## config.mk

```make
export PLATFORM = sky130hd
export DESIGN_NAME = tccio_top
export DESIGN_NICKNAME = d
export VERILOG_FILES = /design/src/rtl/tccio_pkg.sv /design/src/rtl/tccio_top.sv
export SDC_FILE = /design/constraint.sdc
export NUM_CORES = 1
export LEC_CHECK = 0
export BUFFER_PORTS_ARGS = -buffer_cell sky130_fd_sc_hd__buf_2
export CORE_MARGIN = 2
export CORE_UTILIZATION = 46
export DETAILED_ROUTE_END_ITERATION = 10
export PLACE_DENSITY = 0.71
export SLEW_MARGIN = 20
export SYNTH_ARGS = -nofsm -noshare
export SYNTH_HDL_FRONTEND = slang
export SYNTH_SLANG_ARGS = --single-unit
```

## constraint.sdc

```tcl
create_clock -name pclk -period 5.4 [get_ports pclk]
set_input_delay 0.27 -clock pclk [delete_from_list [all_inputs] [get_ports pclk]]
set_output_delay 0.27 -clock pclk [all_outputs]
set_load 0.005 [all_outputs]
```

## src/rtl/tccio_pkg.sv

```systemverilog
// Constants, types and register map of the five-channel compare/capture I/O and status block.
// Assumes an APB3 master with 32-bit data and byte addresses on an 8-bit paddr.
// Behaviour
// RQ1 - Five identical channels; channel 2 differs slightly
// RQ2 - I/O control resets to 0x88, also standby
// RQ3 - I/O control bits 7, 3 read one
// RQ4 - B compare codes: none, 0, 1, toggle
// RQ5 - B capture: rising, falling, both; 11 undefined
// RQ6 - A compare codes same as B side
// RQ7 - A capture: rising, falling or both edges
// RQ8 - Channel 2 toggle code drives one instead
// RQ9 - Compare pins hold 0 until first match
// RQ10 - Status resets 0xF8; bits 7..3 read one
// RQ11 - Wrap flag on up or down wrap
// RQ12 - Down wrap only channel 2 phase counting
// RQ13 - B flag on B compare match
// RQ14 - B flag on capture into B
// RQ15 - A flag on A compare match
// RQ16 - A flag on capture into A
// RQ17 - Flag clears by zero write after read-one
// RQ18 - Flags request interrupt only when enabled
// RQ19 - Enable bits: wrap 2, B 1, A 0
// RQ20 - Write one keeps flag; set beats clear
package tccio_pkg;
  localparam int NCH = 5;
  localparam int CH_SPECIAL = 2;
  localparam logic [4:0] CH_STRIDE_SHIFT = 5'h05;
  // Per-channel word offsets within a channel's window
  localparam logic [2:0] REG_IOCTL = 3'h0;
  localparam logic [2:0] REG_STATUS = 3'h1;
  localparam logic [2:0] REG_IRQEN = 3'h2;
  localparam logic [2:0] REG_GRA = 3'h3;
  localparam logic [2:0] REG_GRB = 3'h4;
  localparam logic [7:0] ADDR_MODE = 8'ha0;
  localparam logic [7:0] IOCTL_RESET = 8'h88;
  localparam logic [7:0] IOCTL_FIXED = 8'h88;
  localparam logic [7:0] STATUS_FIXED = 8'hf8;
  localparam logic [7:0] IRQEN_FIXED = 8'hf8;
  localparam logic [2:0] FLAGS_RESET = 3'h0;
  localparam logic [15:0] GR_RESET = 16'hffff;
  localparam logic [15:0] CNT_MAX = 16'hffff;
  localparam logic [15:0] CNT_MIN = 16'h0000;
  localparam int B_FIELD_LSB = 4;
  localparam int A_FIELD_LSB = 0;
  localparam int FLAG_WRAP = 2;
  localparam int FLAG_B = 1;
  localparam int FLAG_A = 0;
  localparam int MODE_PHASE_BIT = 0;

  typedef enum logic [1:0] {
    TCCIO_ACT_NONE = 2'b00,
    TCCIO_ACT_ZERO = 2'b01,
    TCCIO_ACT_ONE = 2'b10,
    TCCIO_ACT_TOGGLE = 2'b11
  } tccio_act_t;

  typedef enum logic [1:0] {
    TCCIO_EDGE_RISE = 2'b00,
    TCCIO_EDGE_FALL = 2'b01,
    TCCIO_EDGE_BOTH = 2'b10,
    TCCIO_EDGE_NONE = 2'b11
  } tccio_edge_t;

  // Counter of one channel as seen by this block
  typedef struct packed {
    logic [15:0] value;
    logic down;
  } tccio_cnt_t;

  // Pin drive of one channel; oe_n low while the pin is driven
  typedef struct packed {
    logic a_out;
    logic a_oe_n;
    logic b_out;
    logic b_oe_n;
  } tccio_pin_t;
endpackage

```

## src/rtl/tccio_top.sv

```systemverilog
// Compare/capture pin control, general registers A/B and event flags for five timer channels.
// Assumes counters are supplied per channel, pins are synchronous to pclk, standby is a level.
//
// Our own choices: the register offsets and register access over APB.
`timescale 1ns/1ps
module tccio_top import tccio_pkg::*; (
  input wire logic pclk,
  input wire logic presetn,
  input wire logic standby,
  input wire logic psel,
  input wire logic penable,
  input wire logic pwrite,
  input wire logic [7:0] paddr,
  input wire logic [31:0] pwdata,
  output logic [31:0] prdata,
  output logic pready,
  output logic pslverr,
  input wire tccio_cnt_t cnt_i [NCH],
  input wire logic [NCH-1:0] channel_pin_a_in,
  input wire logic [NCH-1:0] channel_pin_b_in,
  output tccio_pin_t pin_o [NCH],
  output logic [2:0] irq_req [NCH]
);

  logic [7:0] ioctl_r [NCH];
  logic [2:0] flag_r [NCH];
  logic [2:0] arm_r [NCH];
  logic [2:0] irqen_r [NCH];
  logic [15:0] gra_r [NCH];
  logic [15:0] grb_r [NCH];
  logic [15:0] cnt_prev_r [NCH];
  logic [NCH-1:0] pa_prev_r;
  logic [NCH-1:0] pb_prev_r;
  logic [NCH-1:0] pa_out_r;
  logic [NCH-1:0] pb_out_r;
  logic phase_mode_r;
  logic [31:0] prdata_r;
  logic [2:0] irq_r [NCH];

  logic setup;
  logic access;
  logic wr;
  logic rd;
  logic dec_ok;
  logic dec_mode;
  logic [2:0] dec_ch;
  logic [2:0] dec_reg;
  logic [31:0] rd_mux;

  logic [NCH-1:0] match_a;
  logic [NCH-1:0] match_b;
  logic [NCH-1:0] cap_a;
  logic [NCH-1:0] cap_b;
  logic [NCH-1:0] wrap;
  logic [2:0] set_ev [NCH];
  logic [NCH-1:0] st_hit;
  logic [2:0] clr_mask [NCH];

  // Edge qualifier for a capture field; code 11 never captures
  function automatic logic edge_hit(input logic [1:0] code, input logic prev, input logic cur);
    logic r;
    r = 1'b0;
    case (code)
      TCCIO_EDGE_RISE: r = !prev && cur;
      TCCIO_EDGE_FALL: r = prev && !cur;
      TCCIO_EDGE_BOTH: r = prev != cur;
      default: r = 1'b0;
    endcase
    return r;
  endfunction

  // Next pin level at a compare match
  function automatic logic pin_next(input logic [1:0] code, input logic cur, input logic special);
    logic r;
    r = cur;
    case (code)
      TCCIO_ACT_NONE: r = cur;
      TCCIO_ACT_ZERO: r = 1'b0;
      TCCIO_ACT_ONE: r = 1'b1;
      TCCIO_ACT_TOGGLE: r = special ? 1'b1 : !cur;
      default: r = cur;
    endcase
    return r;
  endfunction

  assign setup = psel && !penable;
  assign access = psel && penable;
  assign wr = access && pwrite && dec_ok;
  assign rd = access && !pwrite && dec_ok;
  // No wait states: every register answers in the access cycle
  assign pready = 1'b1;
  assign pslverr = access && !dec_ok;
  assign prdata = prdata_r;

  // Address decode: 32-byte window per channel, mode register above them
  always_comb begin
    dec_ch = paddr[7:5];
    dec_reg = paddr[4:2];
    dec_mode = paddr == ADDR_MODE;
    dec_ok = dec_mode || (paddr[1:0] == 2'b00 && 32'(dec_ch) < NCH && dec_reg <= REG_GRB);
  end

  always_comb begin
    rd_mux = 32'h0;
    if (dec_mode) begin
      rd_mux = {31'h0, phase_mode_r};
    end else if (dec_ok) begin
      case (dec_reg)
        REG_IOCTL: rd_mux = {24'h0, ioctl_r[dec_ch] | IOCTL_FIXED}; // [RQ3]
        REG_STATUS: rd_mux = {24'h0, STATUS_FIXED | {5'h0, flag_r[dec_ch]}}; // [RQ10]
        REG_IRQEN: rd_mux = {24'h0, IRQEN_FIXED | {5'h0, irqen_r[dec_ch]}};
        REG_GRA: rd_mux = {16'h0, gra_r[dec_ch]};
        REG_GRB: rd_mux = {16'h0, grb_r[dec_ch]};
        default: rd_mux = 32'h0;
      endcase
    end
  end

  // Read data is registered in the setup cycle so it comes from a flop in the access cycle
  always_ff @(posedge pclk or negedge presetn) begin
    if (!presetn) begin
      prdata_r <= 32'h0;
    end else if (setup && !pwrite) begin
      prdata_r <= rd_mux;
    end
  end

  // Event detection per channel
  always_comb begin
    for (int c = 0; c < NCH; c++) begin
      logic special;
      logic b_cap_mode;
      logic a_cap_mode;
      special = c == CH_SPECIAL;
      b_cap_mode = ioctl_r[c][B_FIELD_LSB+2];
      a_cap_mode = ioctl_r[c][A_FIELD_LSB+2];
      match_a[c] = !a_cap_mode && cnt_i[c].value == gra_r[c] && cnt_i[c].value != cnt_prev_r[c]; // [RQ15]
      match_b[c] = !b_cap_mode && cnt_i[c].value == grb_r[c] && cnt_i[c].value != cnt_prev_r[c]; // [RQ13]
      cap_a[c] = a_cap_mode &&
                 edge_hit(ioctl_r[c][A_FIELD_LSB+:2], pa_prev_r[c], channel_pin_a_in[c]); // [RQ7]
      cap_b[c] = b_cap_mode &&
                 edge_hit(ioctl_r[c][B_FIELD_LSB+:2], pb_prev_r[c], channel_pin_b_in[c]); // [RQ5]
      // Up wrap in any channel; down wrap only in the special channel with phase counting selected [RQ11] [RQ12]
      wrap[c] = (!(special && phase_mode_r && cnt_i[c].down) &&
                 cnt_prev_r[c] == CNT_MAX && cnt_i[c].value == CNT_MIN) ||
                (special && phase_mode_r && cnt_i[c].down &&
                 cnt_prev_r[c] == CNT_MIN && cnt_i[c].value == CNT_MAX);
      set_ev[c] = {wrap[c], match_b[c] || cap_b[c], match_a[c] || cap_a[c]}; // [RQ14] [RQ16]
    end
  end

  // History of counter and pin inputs
  always_ff @(posedge pclk or negedge presetn) begin
    if (!presetn) begin
      for (int c = 0; c < NCH; c++) begin
        cnt_prev_r[c] <= CNT_MIN;
      end
      pa_prev_r <= '0;
      pb_prev_r <= '0;
    end else begin
      for (int c = 0; c < NCH; c++) begin
        cnt_prev_r[c] <= cnt_i[c].value;
      end
      pa_prev_r <= channel_pin_a_in;
      pb_prev_r <= channel_pin_b_in;
    end
  end

  // Mode register: phase counting select for the special channel
  always_ff @(posedge pclk or negedge presetn) begin
    if (!presetn) begin
      phase_mode_r <= 1'b0;
    end else if (standby) begin
      phase_mode_r <= 1'b0;
    end else if (wr && dec_mode) begin
      phase_mode_r <= pwdata[MODE_PHASE_BIT];
    end
  end

  // I/O control and interrupt enable; fixed control bits are stored as ones
  always_ff @(posedge pclk or negedge presetn) begin
    if (!presetn) begin
      for (int c = 0; c < NCH; c++) begin
        ioctl_r[c] <= IOCTL_RESET; // [RQ2]
        irqen_r[c] <= FLAGS_RESET;
      end
    end else begin
      for (int c = 0; c < NCH; c++) begin
        if (standby) begin
          ioctl_r[c] <= IOCTL_RESET; // [RQ2]
          irqen_r[c] <= FLAGS_RESET;
        end else if (wr && !dec_mode && 32'(dec_ch) == c) begin
          if (dec_reg == REG_IOCTL) begin
            ioctl_r[c] <= pwdata[7:0] | IOCTL_FIXED; // [RQ3]
          end
          if (dec_reg == REG_IRQEN) begin
            irqen_r[c] <= pwdata[2:0]; // [RQ19]
          end
        end
      end
    end
  end

  // General registers; a capture in the same cycle overrides a software write
  always_ff @(posedge pclk or negedge presetn) begin
    if (!presetn) begin
      for (int c = 0; c < NCH; c++) begin
        gra_r[c] <= GR_RESET;
        grb_r[c] <= GR_RESET;
      end
    end else begin
      for (int c = 0; c < NCH; c++) begin
        if (standby) begin
          gra_r[c] <= GR_RESET;
          grb_r[c] <= GR_RESET;
        end else begin
          if (cap_a[c]) begin
            gra_r[c] <= cnt_i[c].value; // [RQ7]
          end else if (wr && !dec_mode && 32'(dec_ch) == c && dec_reg == REG_GRA) begin
            gra_r[c] <= pwdata[15:0];
          end
          if (cap_b[c]) begin
            grb_r[c] <= cnt_i[c].value; // [RQ5]
          end else if (wr && !dec_mode && 32'(dec_ch) == c && dec_reg == REG_GRB) begin
            grb_r[c] <= pwdata[15:0];
          end
        end
      end
    end
  end

  // Status write decode: only armed flags written with zero are cleared [RQ17] [RQ20]
  always_comb begin
    for (int c = 0; c < NCH; c++) begin
      st_hit[c] = !dec_mode && 32'(dec_ch) == c && dec_reg == REG_STATUS;
      clr_mask[c] = (wr && st_hit[c]) ? (arm_r[c] & ~pwdata[2:0]) : 3'h0;
    end
  end

  // Flags: a read that sees a flag at one arms it; the next status write clears armed flags written with zero and disarms all
  always_ff @(posedge pclk or negedge presetn) begin
    if (!presetn) begin
      for (int c = 0; c < NCH; c++) begin
        flag_r[c] <= FLAGS_RESET; // [RQ10]
        arm_r[c] <= FLAGS_RESET;
      end
    end else begin
      for (int c = 0; c < NCH; c++) begin
        if (standby) begin
          flag_r[c] <= FLAGS_RESET; // [RQ10]
          arm_r[c] <= FLAGS_RESET;
        end else begin
          flag_r[c] <= (flag_r[c] & ~clr_mask[c]) | set_ev[c]; // [RQ20]
          // Arm from the data the read returned, so a flag set after setup is never armed unseen
          if (rd && st_hit[c]) begin
            arm_r[c] <= arm_r[c] | prdata_r[2:0]; // [RQ17]
          end else if (wr && st_hit[c]) begin
            arm_r[c] <= FLAGS_RESET;
          end
        end
      end
    end
  end

  // Interrupt requests, registered
  always_ff @(posedge pclk or negedge presetn) begin
    if (!presetn) begin
      for (int c = 0; c < NCH; c++) begin
        irq_r[c] <= FLAGS_RESET;
      end
    end else begin
      for (int c = 0; c < NCH; c++) begin
        irq_r[c] <= flag_r[c] & irqen_r[c]; // [RQ18]
      end
    end
  end

  // Compare pin levels; 0 from reset until a match acts [RQ9]
  always_ff @(posedge pclk or negedge presetn) begin
    if (!presetn) begin
      pa_out_r <= '0;
      pb_out_r <= '0;
    end else begin
      for (int c = 0; c < NCH; c++) begin
        if (standby) begin
          pa_out_r[c] <= 1'b0;
          pb_out_r[c] <= 1'b0;
        end else begin
          if (match_a[c]) begin
            pa_out_r[c] <= pin_next(ioctl_r[c][A_FIELD_LSB+:2], pa_out_r[c], c == CH_SPECIAL); // [RQ6] [RQ8]
          end
          if (match_b[c]) begin
            pb_out_r[c] <= pin_next(ioctl_r[c][B_FIELD_LSB+:2], pb_out_r[c], c == CH_SPECIAL); // [RQ4] [RQ8]
          end
        end
      end
    end
  end

  // A pin is driven only when set for compare with an action other than none
  always_comb begin
    for (int c = 0; c < NCH; c++) begin
      pin_o[c].a_out = pa_out_r[c];
      pin_o[c].b_out = pb_out_r[c];
      pin_o[c].a_oe_n = ioctl_r[c][A_FIELD_LSB+2] || ioctl_r[c][A_FIELD_LSB+:2] == TCCIO_ACT_NONE;
      pin_o[c].b_oe_n = ioctl_r[c][B_FIELD_LSB+2] || ioctl_r[c][B_FIELD_LSB+:2] == TCCIO_ACT_NONE;
      irq_req[c] = irq_r[c];
    end
  end

  for (genvar g = 0; g < NCH; g++) begin : g_chk

    if (g == CH_SPECIAL) begin : g_sp

    end else begin : g_nsp

    end

  end
endmodule

```

After elaboration in Yosys (flattened, before gate mapping)
Cells that the tools add are included.
{"block": "totals", "n_memories": 0, "regBits": 393, "mem_bits_rw": 0, "latchBits": 0, "mem_bits_ro": 0, "inputBits": 141}
{"block": "classes", "n_reduce_logical": 245, "order_cmp": 3, "bitwise_logic": 32, "n_shift": 0, "eq_ne": 80, "muxes": 137, "n_addsub": 0, "div_mod_pow": 0, "multipliers": 0}
{"cell": "$mux 16", "n": 36}
{"cell": "$eq 16x16->1", "n": 10}
{"cell": "$mux 3", "n": 40}
{"cell": "$logic_and 1x1->1", "n": 106}
{"cell": "$bmux 16 s3", "n": 2}
{"cell": "$eq 16x16->1 const B", "n": 6}
{"cell": "$logic_not 16->1", "n": 6}
{"cell": "$mux 8", "n": 11}
{"cell": "$ne 16x16->1", "n": 5}
{"cell": "$pmux 16 s5", "n": 1}
{"cell": "$pmux 1 s3", "n": 18}
{"cell": "$and 3x3->3", "n": 15}
{"cell": "$reduce_bool 3->1", "n": 15}
{"cell": "$logic_not 1->1", "n": 43}
{"cell": "$eq 2x2->1 const B", "n": 20}
{"cell": "$reduce_and 2->1", "n": 20}
{"cell": "$reduce_bool 2->1", "n": 18}
{"cell": "$or 3x3->3", "n": 10}
{"cell": "$bmux 8 s3", "n": 1}
{"cell": "$logic_not 2->1", "n": 11}
{"cell": "$logic_or 1x1->1", "n": 22}
{"cell": "$mux 1", "n": 22}
{"cell": "$eq 2x1->1 const B", "n": 10}
{"cell": "$ne 2x2->1 const B", "n": 10}
{"cell": "15 further kinds", "n": 39}

Logic depth before layout (Yosys ltp)
Gate-level depths: netlist of the first run.
{"block": "depth", "depth_word": 11, "mapped_depth": 10, "depth_no_buf": 8}

Least setup slack after synthesis of the first run
Ideal clock, no wire load.
{"block": "synth_timing", "kind": "input -> register", "startpoint": "input paddr[5]", "endpoint": "register prdata_r[10] (netlist: prdata[10])", "t_required_ps": 5279, "arrival_ps": 1961, "path_stages": 6, "setup_slack_ps": 3319, "setup_time_ps": 121, "path_buffers": 2, "cell_sequence": "clkbuf_1 -> buf_1 -> mux4_2 -> a2bb2oi_1 -> o22ai_1 -> a22o_1"}
{"block": "synth_via", "elab_chain_cells": 7}
{"item": "start, declared", "line": "tccio_top.sv:13", "rtl": "input wire logic [7:0] paddr,"}
{"item": "$not 3->4 (not written as such)", "line": "tccio_top.sv:112, tccio_top.sv:113"}
{"item": "$bmux 16 s3 (on tied branches)", "line": "tccio_top.sv:113, tccio_top.sv:112"}
{"item": "$mux 16 (on tied branches) (2 in a row)", "line": "tccio_top.sv:113, tccio_top.sv:112"}
{"item": "$pmux 16 s5", "line": "tccio_top.sv:108", "rtl": "case (dec_reg)"}
{"item": "$mux 16", "line": "tccio_top.sv:107", "rtl": "end else if (dec_ok) begin"}
{"item": "$mux 16 *", "line": "tccio_top.sv:105", "rtl": "if (dec_mode) begin"}
{"item": "end signal, assigned", "line": "tccio_top.sv:124", "rtl": "prdata_r <= rd_mux;"}
{"item": "end, declared", "line": "tccio_top.sv:37", "rtl": "logic [31:0] prdata_r;"}
Mark *: on every way between the ends. The rest lies on a longest branch, timed or not. The select of a mux whose other input is x is not followed.
A chain may end at the register's enable or synchronous reset.

Worst setup path after layout of the first run
{"block": "layout_timing", "startpoint": "input paddr[6]", "endpoint": "output pslverr"}
{"block": "layout_via", "elab_chain_cells": 6}
{"item": "$lt 3x3->1", "line": "tccio_top.sv:100", "rtl": "dec_ok = dec_mode || (paddr[1:0] == 2'b00 && 32'(dec_ch) < NCH && dec_reg <= REG_GRB);"}
{"item": "$logic_and 1x1->1 (2 in a row)", "line": "tccio_top.sv:100"}
{"item": "$logic_or 1x1->1 *", "line": "tccio_top.sv:100"}
{"item": "$logic_not 1->1 *", "line": "tccio_top.sv:92", "rtl": "assign pslverr = access && !dec_ok;"}
{"item": "$logic_and 1x1->1 *", "line": "tccio_top.sv:92"}
{"item": "end, declared", "line": "tccio_top.sv:17", "rtl": "output logic pslverr,"}
Mark *: on every way between the ends. The rest lies on a longest branch, timed or not.

==> results of run 1 <==
[worst paths after layout]
check                          endpoint  cells past startpoint       from  slack (ps)
max in group asynchronous    prdata[10]                      3    presetn        3740
min in group asynchronous  pa_prev_r[1]                      2    presetn         360
setup / recovery                pslverr                      6   paddr[6]        2750
setup reg to reg            pb_out_r[3]                      6  grb_r[19]        2970
hold / removal                prdata[2]                      3   paddr[2]         110
hold reg to reg               arm_r[11]                      2  arm_r[11]         500
[synth_stat cells (8+ instances only)]
library cell | n | share of area [%]
buf_1 | 27 | 0.48
or3b_2 | 8 | 0.33
o22ai_1 | 22 | 0.65
ha_1 | 20 | 1.2
buf_2 | 39 | 0.92
dfstp_2 | 160 | 20
xor2_1 | 90 | 3.7
nand3_1 | 22 | 0.52
a2bb2oi_1 | 23 | 0.94
nand4_1 | 62 | 1.8
nor3_1 | 30 | 0.70
clkbuf_1 | 141 | 2.5
buf_4 | 23 | 0.81
and2_1 | 22 | 0.65
a31oi_1 | 177 | 5.2
xnor2_1 | 151 | 6.2
o21bai_1 | 10 | 0.35
nor4_1 | 44 | 1.3
nor2_1 | 254 | 4.5
inv_1 | 31 | 0.55
a22o_1 | 8 | 0.33
mux2i_1 | 242 | 11
dfrtp_1 | 207 | 24
nand2_1 | 68 | 1.2
o21ai_0 | 45 | 1.1
mux4_2 | 29 | 3.1
nor3b_1 | 11 | 0.39
a21oi_1 | 58 | 1.4
[area by class of cell]
class / instances / share of cell area [%]
Tap cell: 600 / 3.068
Multi-Input combinational cell: 1488 / 44.29
Inverter: 32 / 0.5011
Sequential cell: 367 / 38.35
Antenna cell: 2 / 0.02045
Timing Repair Buffer: 297 / 8.422
Clock buffer: 57 / 4.817
Clock inverter: 19 / 0.5267
[state kept, by name, indices dropped and copies added (netlist names)]
signal	count
pb_out_r	5
irq_req	15
irqen_r	15
pa_out_r	5
cnt_prev_r	80
phase_mode_r	1
arm_r	15
grb_r	80
flag_r	15
gra_r	80
pb_prev_r	5
pa_prev_r	5
ioctl_r	30
prdata	16
[routing by layer]
layer	vias to the layer above	GRT usage, %	wire length (um)
li1	7740	-	-
met1	8715	39.50	28340
met2	988	47.79	33920
met3	186	5.405	6634
met4	4	13.40	3292
met5	-	0	27
[power groups by stage]
stage          clock [mW]  combinational, mW  sequential, mW
3_5_place_dp            0              0.909            3.17
4_1_cts              2.78              0.966            3.13
2_1_floorplan           0              0.629            3.10
6_report             2.76              0.984            3.13
3_3_place_gp            0              0.891            3.16
5_1_grt              2.90               1.06            3.14
[per-stage QoR]
stage,power (mW),cell area [um2],hold WS (ps)
finish,6.873,24470,107.4
CTS,6.875,24430,90.50
detailed placement,4.080,22210,411.9
global placement,4.056,22210,408.0
floorplan,3.728,21370,-25.59
global route,7.102,24470,135.7
[worst reg2reg max path: stages (launching register included)]
cell and delay (ps):
dfstp_2 570, xnor2_1 190, nand4_1 130, nor3_1 380, nand3_1 380, or3b_2 550
a21oi_1 150
[cells by family (layout without fill, tap and decap cells)]
group / count (synthesis) / in the layout / synth area share, %
XOR/XNOR: 241 / 241 / 9.902
adder cells (fa/ha/maj): 20 / 20 / 1.174
buffers and inverters: 269 / 405 / 5.617
AND/OR/NAND/NOR: 568 / 568 / 13.21
flip-flops: 367 / 367 / 44.02
other: 2 / 19 / 0.03523
multiplexers: 271 / 271 / 14.43
AO/OA/AOI/OAI: 371 / 371 / 11.62
[timing repair]
item,in CTS,in global routing
hold endpoints to repair,200,0
resized for setup,0,0
hold buffers,91,0
==> flow_metrics.env, run 1 <==
export IMPL_regArea_um2=9384
export IMPL_combPwrFrac_pct=14.3
export IMPL_path_class="primary input to output pin"
export IMPL_ys_seq_area_share_pct=44.02
export IMPL_synth_avg_cell_area_um2=10.11
export IMPL_worst_path_buf_inv=3
export IMPL_finalNetCount=2388
export IMPL_rsz0062_at_grt="no"
export IMPL_p_int_mw=4.940
export IMPL_fmax_ghz=0.3776
export IMPL_numCtsBuffers=41
export IMPL_portBuffers=172
export IMPL_routedWlPerCell_um=25.23
export IMPL_ys_types=60
export IMPL_dp_cells=2691
export IMPL_crit_arrival_ps=2380
export IMPL_slowest_stage="a221oi_1"
export IMPL_die_area_um2=48080
export IMPL_vias_per_cell=6.161
export IMPL_coreArea_um2=45580
export IMPL_net_switching_power_mw=1.933
export IMPL_p_leak_nw=10.77
export IMPL_cts_buffer_depth=3
export IMPL_cts_htree_levels=2
export IMPL_overflow=0
export IMPL_final_common_cell="nor2_1"
export IMPL_ys_seq_elements=367
export IMPL_setup_ws_ps=2752
export IMPL_die_h_um=219.3
export IMPL_finalHoldViolCount=0
export IMPL_clock_sinks=367
export IMPL_root_buffer="clkbuf_16"
export IMPL_cp_common_cell="buf_2"
export IMPL_powerDensity_nw_per_um2=280.9
export IMPL_grt_pass1_wl_um=107200
export IMPL_min_period_over_period_pct=49.04
export IMPL_initial_core_util_pct=46.77
export IMPL_drt_pass1_iterations=6
export IMPL_pre_cts_slack_ps=2423
export IMPL_place_gp_congestion=1.006
export IMPL_drv_slew=0
export IMPL_required_ps=5130
export IMPL_async_reset_ff_share_pct=100.0
export IMPL_instances_no_fill=2862
export IMPL_syn_area_um2=21320
export IMPL_drc=0
export IMPL_slew_headroom_pct=33.26
export IMPL_synth_edf_count=0
export IMPL_setup_viol=0
export IMPL_wl_um=72210
export IMPL_drtIter0Drc=2174
export IMPL_critPathMaxStageDelay_ps=530
export IMPL_area_growth_pct=14.79
export IMPL_final_cell_mix="254 x nor2_1, 242 x mux2i_1, 207 x dfrtp_1"
export IMPL_min_period_ps=2648
export IMPL_via_count=17630
export IMPL_dp_hpwl_um=51230
export IMPL_path_clk_slew_ps=60
export IMPL_status="complete, no violations"
export IMPL_antenna_found_initial=4
export IMPL_fill_cells=3900
export IMPL_postCtsSetupRepairBufs=0
export IMPL_num_rows=78
export IMPL_layout_drive_gt1_share_pct=22.30
export IMPL_syn_inst=2109
export IMPL_cap_viol_max_count=0
export IMPL_ant_nets=0
export IMPL_tightestPinTransition_ps=998.7
export IMPL_start_kind="primary input"
export IMPL_cts_tree="built"
export IMPL_grt_pass1_vias=16680
export IMPL_post_route_util_pct=53.69
export IMPL_pin_count=210
export IMPL_grt_max_degree=129
export IMPL_ys_flop_type="dfrtp_1"
export IMPL_path_cells="buf_2, or2_1, buf_4, a21oi_1, a221oi_1, buf_2"
export IMPL_grt_use_total_pct=29.85
export IMPL_multi_input_area_um2=10840
export IMPL_min_delay_path_class="primary input to register"
export IMPL_p_sw_share_pct=28.13
export IMPL_ir_drop_v=0.0002284
export IMPL_path_max_fanout=36
export IMPL_tns_ps=0
export IMPL_die_w_um=219.3
export IMPL_clock_latency_ps=580
export IMPL_p_seq_share_pct=45.6
export IMPL_clkPwrFrac_pct=40.1
export IMPL_synth_warnings=0
export IMPL_end_kind="output pin"
export IMPL_finClkSkew_ps=15.27
export IMPL_cpLargestDelayFamily="buffers and inverters"
No activity file was read; power rests on OpenSTA's default activity.
==> run 2: changes to the inputs <==
- ABC_AREA: default -> 1
- PLACE_DENSITY: 0.71 -> 0.73
- clock period: 5.4 -> 2.15 ns (I/O delays scaled with it)
==> flow_metrics.env, run 2 <==
export IMPL_final_cell_area_um2=26320
export IMPL_top_regs="cnt_prev_r: 80 flops, gra_r: 80 flops, grb_r: 80 flops"
export IMPL_layout_drive_gt1_share_pct=15.24
export IMPL_min_delay_path_class="primary input to asynchronous set/reset pin"
export IMPL_die_w_um=223.0
export IMPL_finClkSkew_ps=18.48
export IMPL_async_reset_ff_share_pct=100.0
export IMPL_status="complete, no violations"
export IMPL_place_gp_congestion=0.9787
export IMPL_min_period_ps=2104
export IMPL_area_growth_pct=19.27
export IMPL_pin_count=210
export IMPL_dpl_cell_area_um2=23960
export IMPL_numCtsBuffers=43
export IMPL_yosysTopAreaCell="dfrtp_1"
export IMPL_synthMuxAreaShare_pct=0
export IMPL_cap_viol_max_count=0
export IMPL_overflow=0
export IMPL_clock_sinks=367
export IMPL_end_kind="output pin"
export IMPL_yosys_top_cells_count="935 x nand2_1, 442 x o21ai_0, 365 x inv_1"
export IMPL_r2r_start="grb_r[19]"
export IMPL_powerDensity_nw_per_um2=756.6
export IMPL_dp_hpwl_um=60240
export IMPL_grt_max_degree=84
export IMPL_start_kind="register"
export IMPL_crit_arrival_ps=2000
export IMPL_cts_buffer_depth=3
export IMPL_synth_compound_area_share_pct=18.23
export IMPL_synth_simple_area_share_pct=26.21
export IMPL_vias_per_cell=5.698
export IMPL_root_buffer="clkbuf_16"
export IMPL_tightestPinTransition_ps=696.0
export IMPL_ant_nets=0
export IMPL_syn_area_um2=22070
export IMPL_min_period_over_period_pct=97.84
export IMPL_wl_um=82380
export IMPL_path_clk_slew_ps=60
export IMPL_rsz0062_at_grt="no"
export IMPL_yosysMostFrequentCell="nand2_1"
export IMPL_clock_latency_ps=590
export IMPL_syn_inst=3126
export IMPL_drt_pass1_iterations=6
export IMPL_synth_top_family_by_area="simple AND/OR/NAND/NOR gates"
export IMPL_ys_types=41
export IMPL_slew_headroom_pct=53.11
export IMPL_worst_r2r_endpoint="prdata[3]"
export IMPL_ys_seq_elements=367
export IMPL_reg2regPathDepth=8
export IMPL_die_area_um2=49740
export IMPL_finalNetCount=3540
export IMPL_postCtsSetupRepairBufs=0
export IMPL_coreArea_um2=47550
export IMPL_cts_tree="built"
export IMPL_path_max_fanout=5
export IMPL_grt_pass1_vias=20950
export IMPL_grt_pass1_wl_um=124600
export IMPL_synth_warnings=0
export IMPL_drc=0
export IMPL_finalHoldViolCount=0
export IMPL_antenna_found_initial=3
export IMPL_cts_htree_levels=2
export IMPL_via_count=22970
export IMPL_required_ps=2040
export IMPL_p_leak_nw=13.21
export IMPL_path_class="register to output pin"
export IMPL_routedWlPerCell_um=20.44
export IMPL_fmax_ghz=0.4754
export IMPL_tns_ps=0
export IMPL_drtIter0Drc=3266
export IMPL_ys_seq_area_share_pct=42.52
export IMPL_synth_avg_cell_area_um2=7.059
export IMPL_initial_core_util_pct=46.41
export IMPL_ir_drop_v=0.0006855
export IMPL_synth_edf_count=0
export IMPL_final_cell_mix="935 x nand2_1, 442 x o21ai_0, 365 x inv_1"
export IMPL_ys_flop_type="dfrtp_1"
export IMPL_grt_use_total_pct=32.67
export IMPL_num_rows=80
export IMPL_synth_top_area_share_pct=23.47
export IMPL_die_h_um=223.0
export IMPL_setup_viol=0
export IMPL_synth_xor_xnor_area_share_pct=1.984
export IMPL_final_common_cell="nand2_1"
export IMPL_reg2reg_slack_ps=200
export IMPL_portBuffers=172
export IMPL_drv_slew=0
export IMPL_synth_fa_ha_area_share_pct=1.134
export IMPL_ys_top_cells_by_area="dfrtp_1 23%, dfstp_2 19%, nand2_1 16%, o21ai_0 10%, inv_1 6.2%"
[run 2: changes by cell type in the layout (fill, tap and decap cells not counted), sizes merged, moves of 24 or more]
cell / previous run / this run
xor2: 90 / 29
o22ai: 22 / 77
o211ai: 6 / 73
mux2i: 242 / 0
inv: 32 / 366
nor2: 256 / 226
a31oi: 177 / 2
xnor2: 151 / 21
mux4: 29 / 0
o21ai: 45 / 506
buf: 206 / 266
nand3: 22 / 135
nor4: 44 / 20
nand2: 70 / 940
[run 2: critical path: stages (launching register included)]
cell and delay, ps:
dfrtp_1 470, buf_4 200, o21ai_0 520, buf_2 230
[run 2: how the worst max path moves through the flow]
stage	start	to	slack, ps
2_1_floorplan	paddr[6]	irqen_r[7]	530
3_3_place_gp	paddr[3]	ioctl_r[20]	130
3_5_place_dp	paddr[3]	ioctl_r[18]	100
4_1_cts	ioctl_r[29]	pin_o[12]	60
5_1_grt	pb_prev_r[1]	grb_r[61]	90
6_report	ioctl_r[29]	pin_o[12]	50
[run 2: logic make-up after synthesis]
group / Yosys count
AOI/OAI and AO/OA: 740
other: 2
xor gates and xnor gates: 50
adders and majority gates: 20
buffers and inverters: 536
and+or+nand+nor: 1411
DFF: 367
[run 2: power breakdown]
part,leakage [nW],internal [mW],switching [mW]
sequential,4.32,7.82,0.531
combinational,8.18,1.36,2.71
clock,0.705,4.40,3.09
total,13.2,13.6,6.34
[run 2: repair_timing]
item / in CTS / in global routing
resized for setup: 0 / 0
hold buffers: 93 / 0
hold endpoints to repair: 346 / 0
[run 2: metrics by stage]
step           total power, mW  util (%)  hold slack (ps)  setup WS [ps]  instances
2_1_floorplan            10.55         -           -188.1          530.4       3141
3_3_place_gp             12.17     50.40            36.36          132.5       3856
3_5_place_dp             12.23     50.40            34.14          102.0       3856
4_1_cts                  19.79     55.34            2.050          58.04       4028
5_1_grt                  20.66     55.34            30.82          86.70       4028
6_report                 19.91     55.36            8.950          46.42       4031
[run 2: layout make-up]
cell class	instances	area, um2
antenna	3	7.507
timing repair buffer	359	2785
clock buffer	71	1354
inverter	370	1391
fill	4468	21230
sequential	367	9384
multi-input combinational	2238	10560
clock inverter	8	65.06
tap	615	769.5
[run 2: layer usage]
metal	vias up	wire, um	track usage [%]
li1	10670	-	-
met1	10640	32770	43.76
met2	1387	35770	49.71
met3	274	8769	6.927
met4	2	5061	17.41
met5	-	7	0
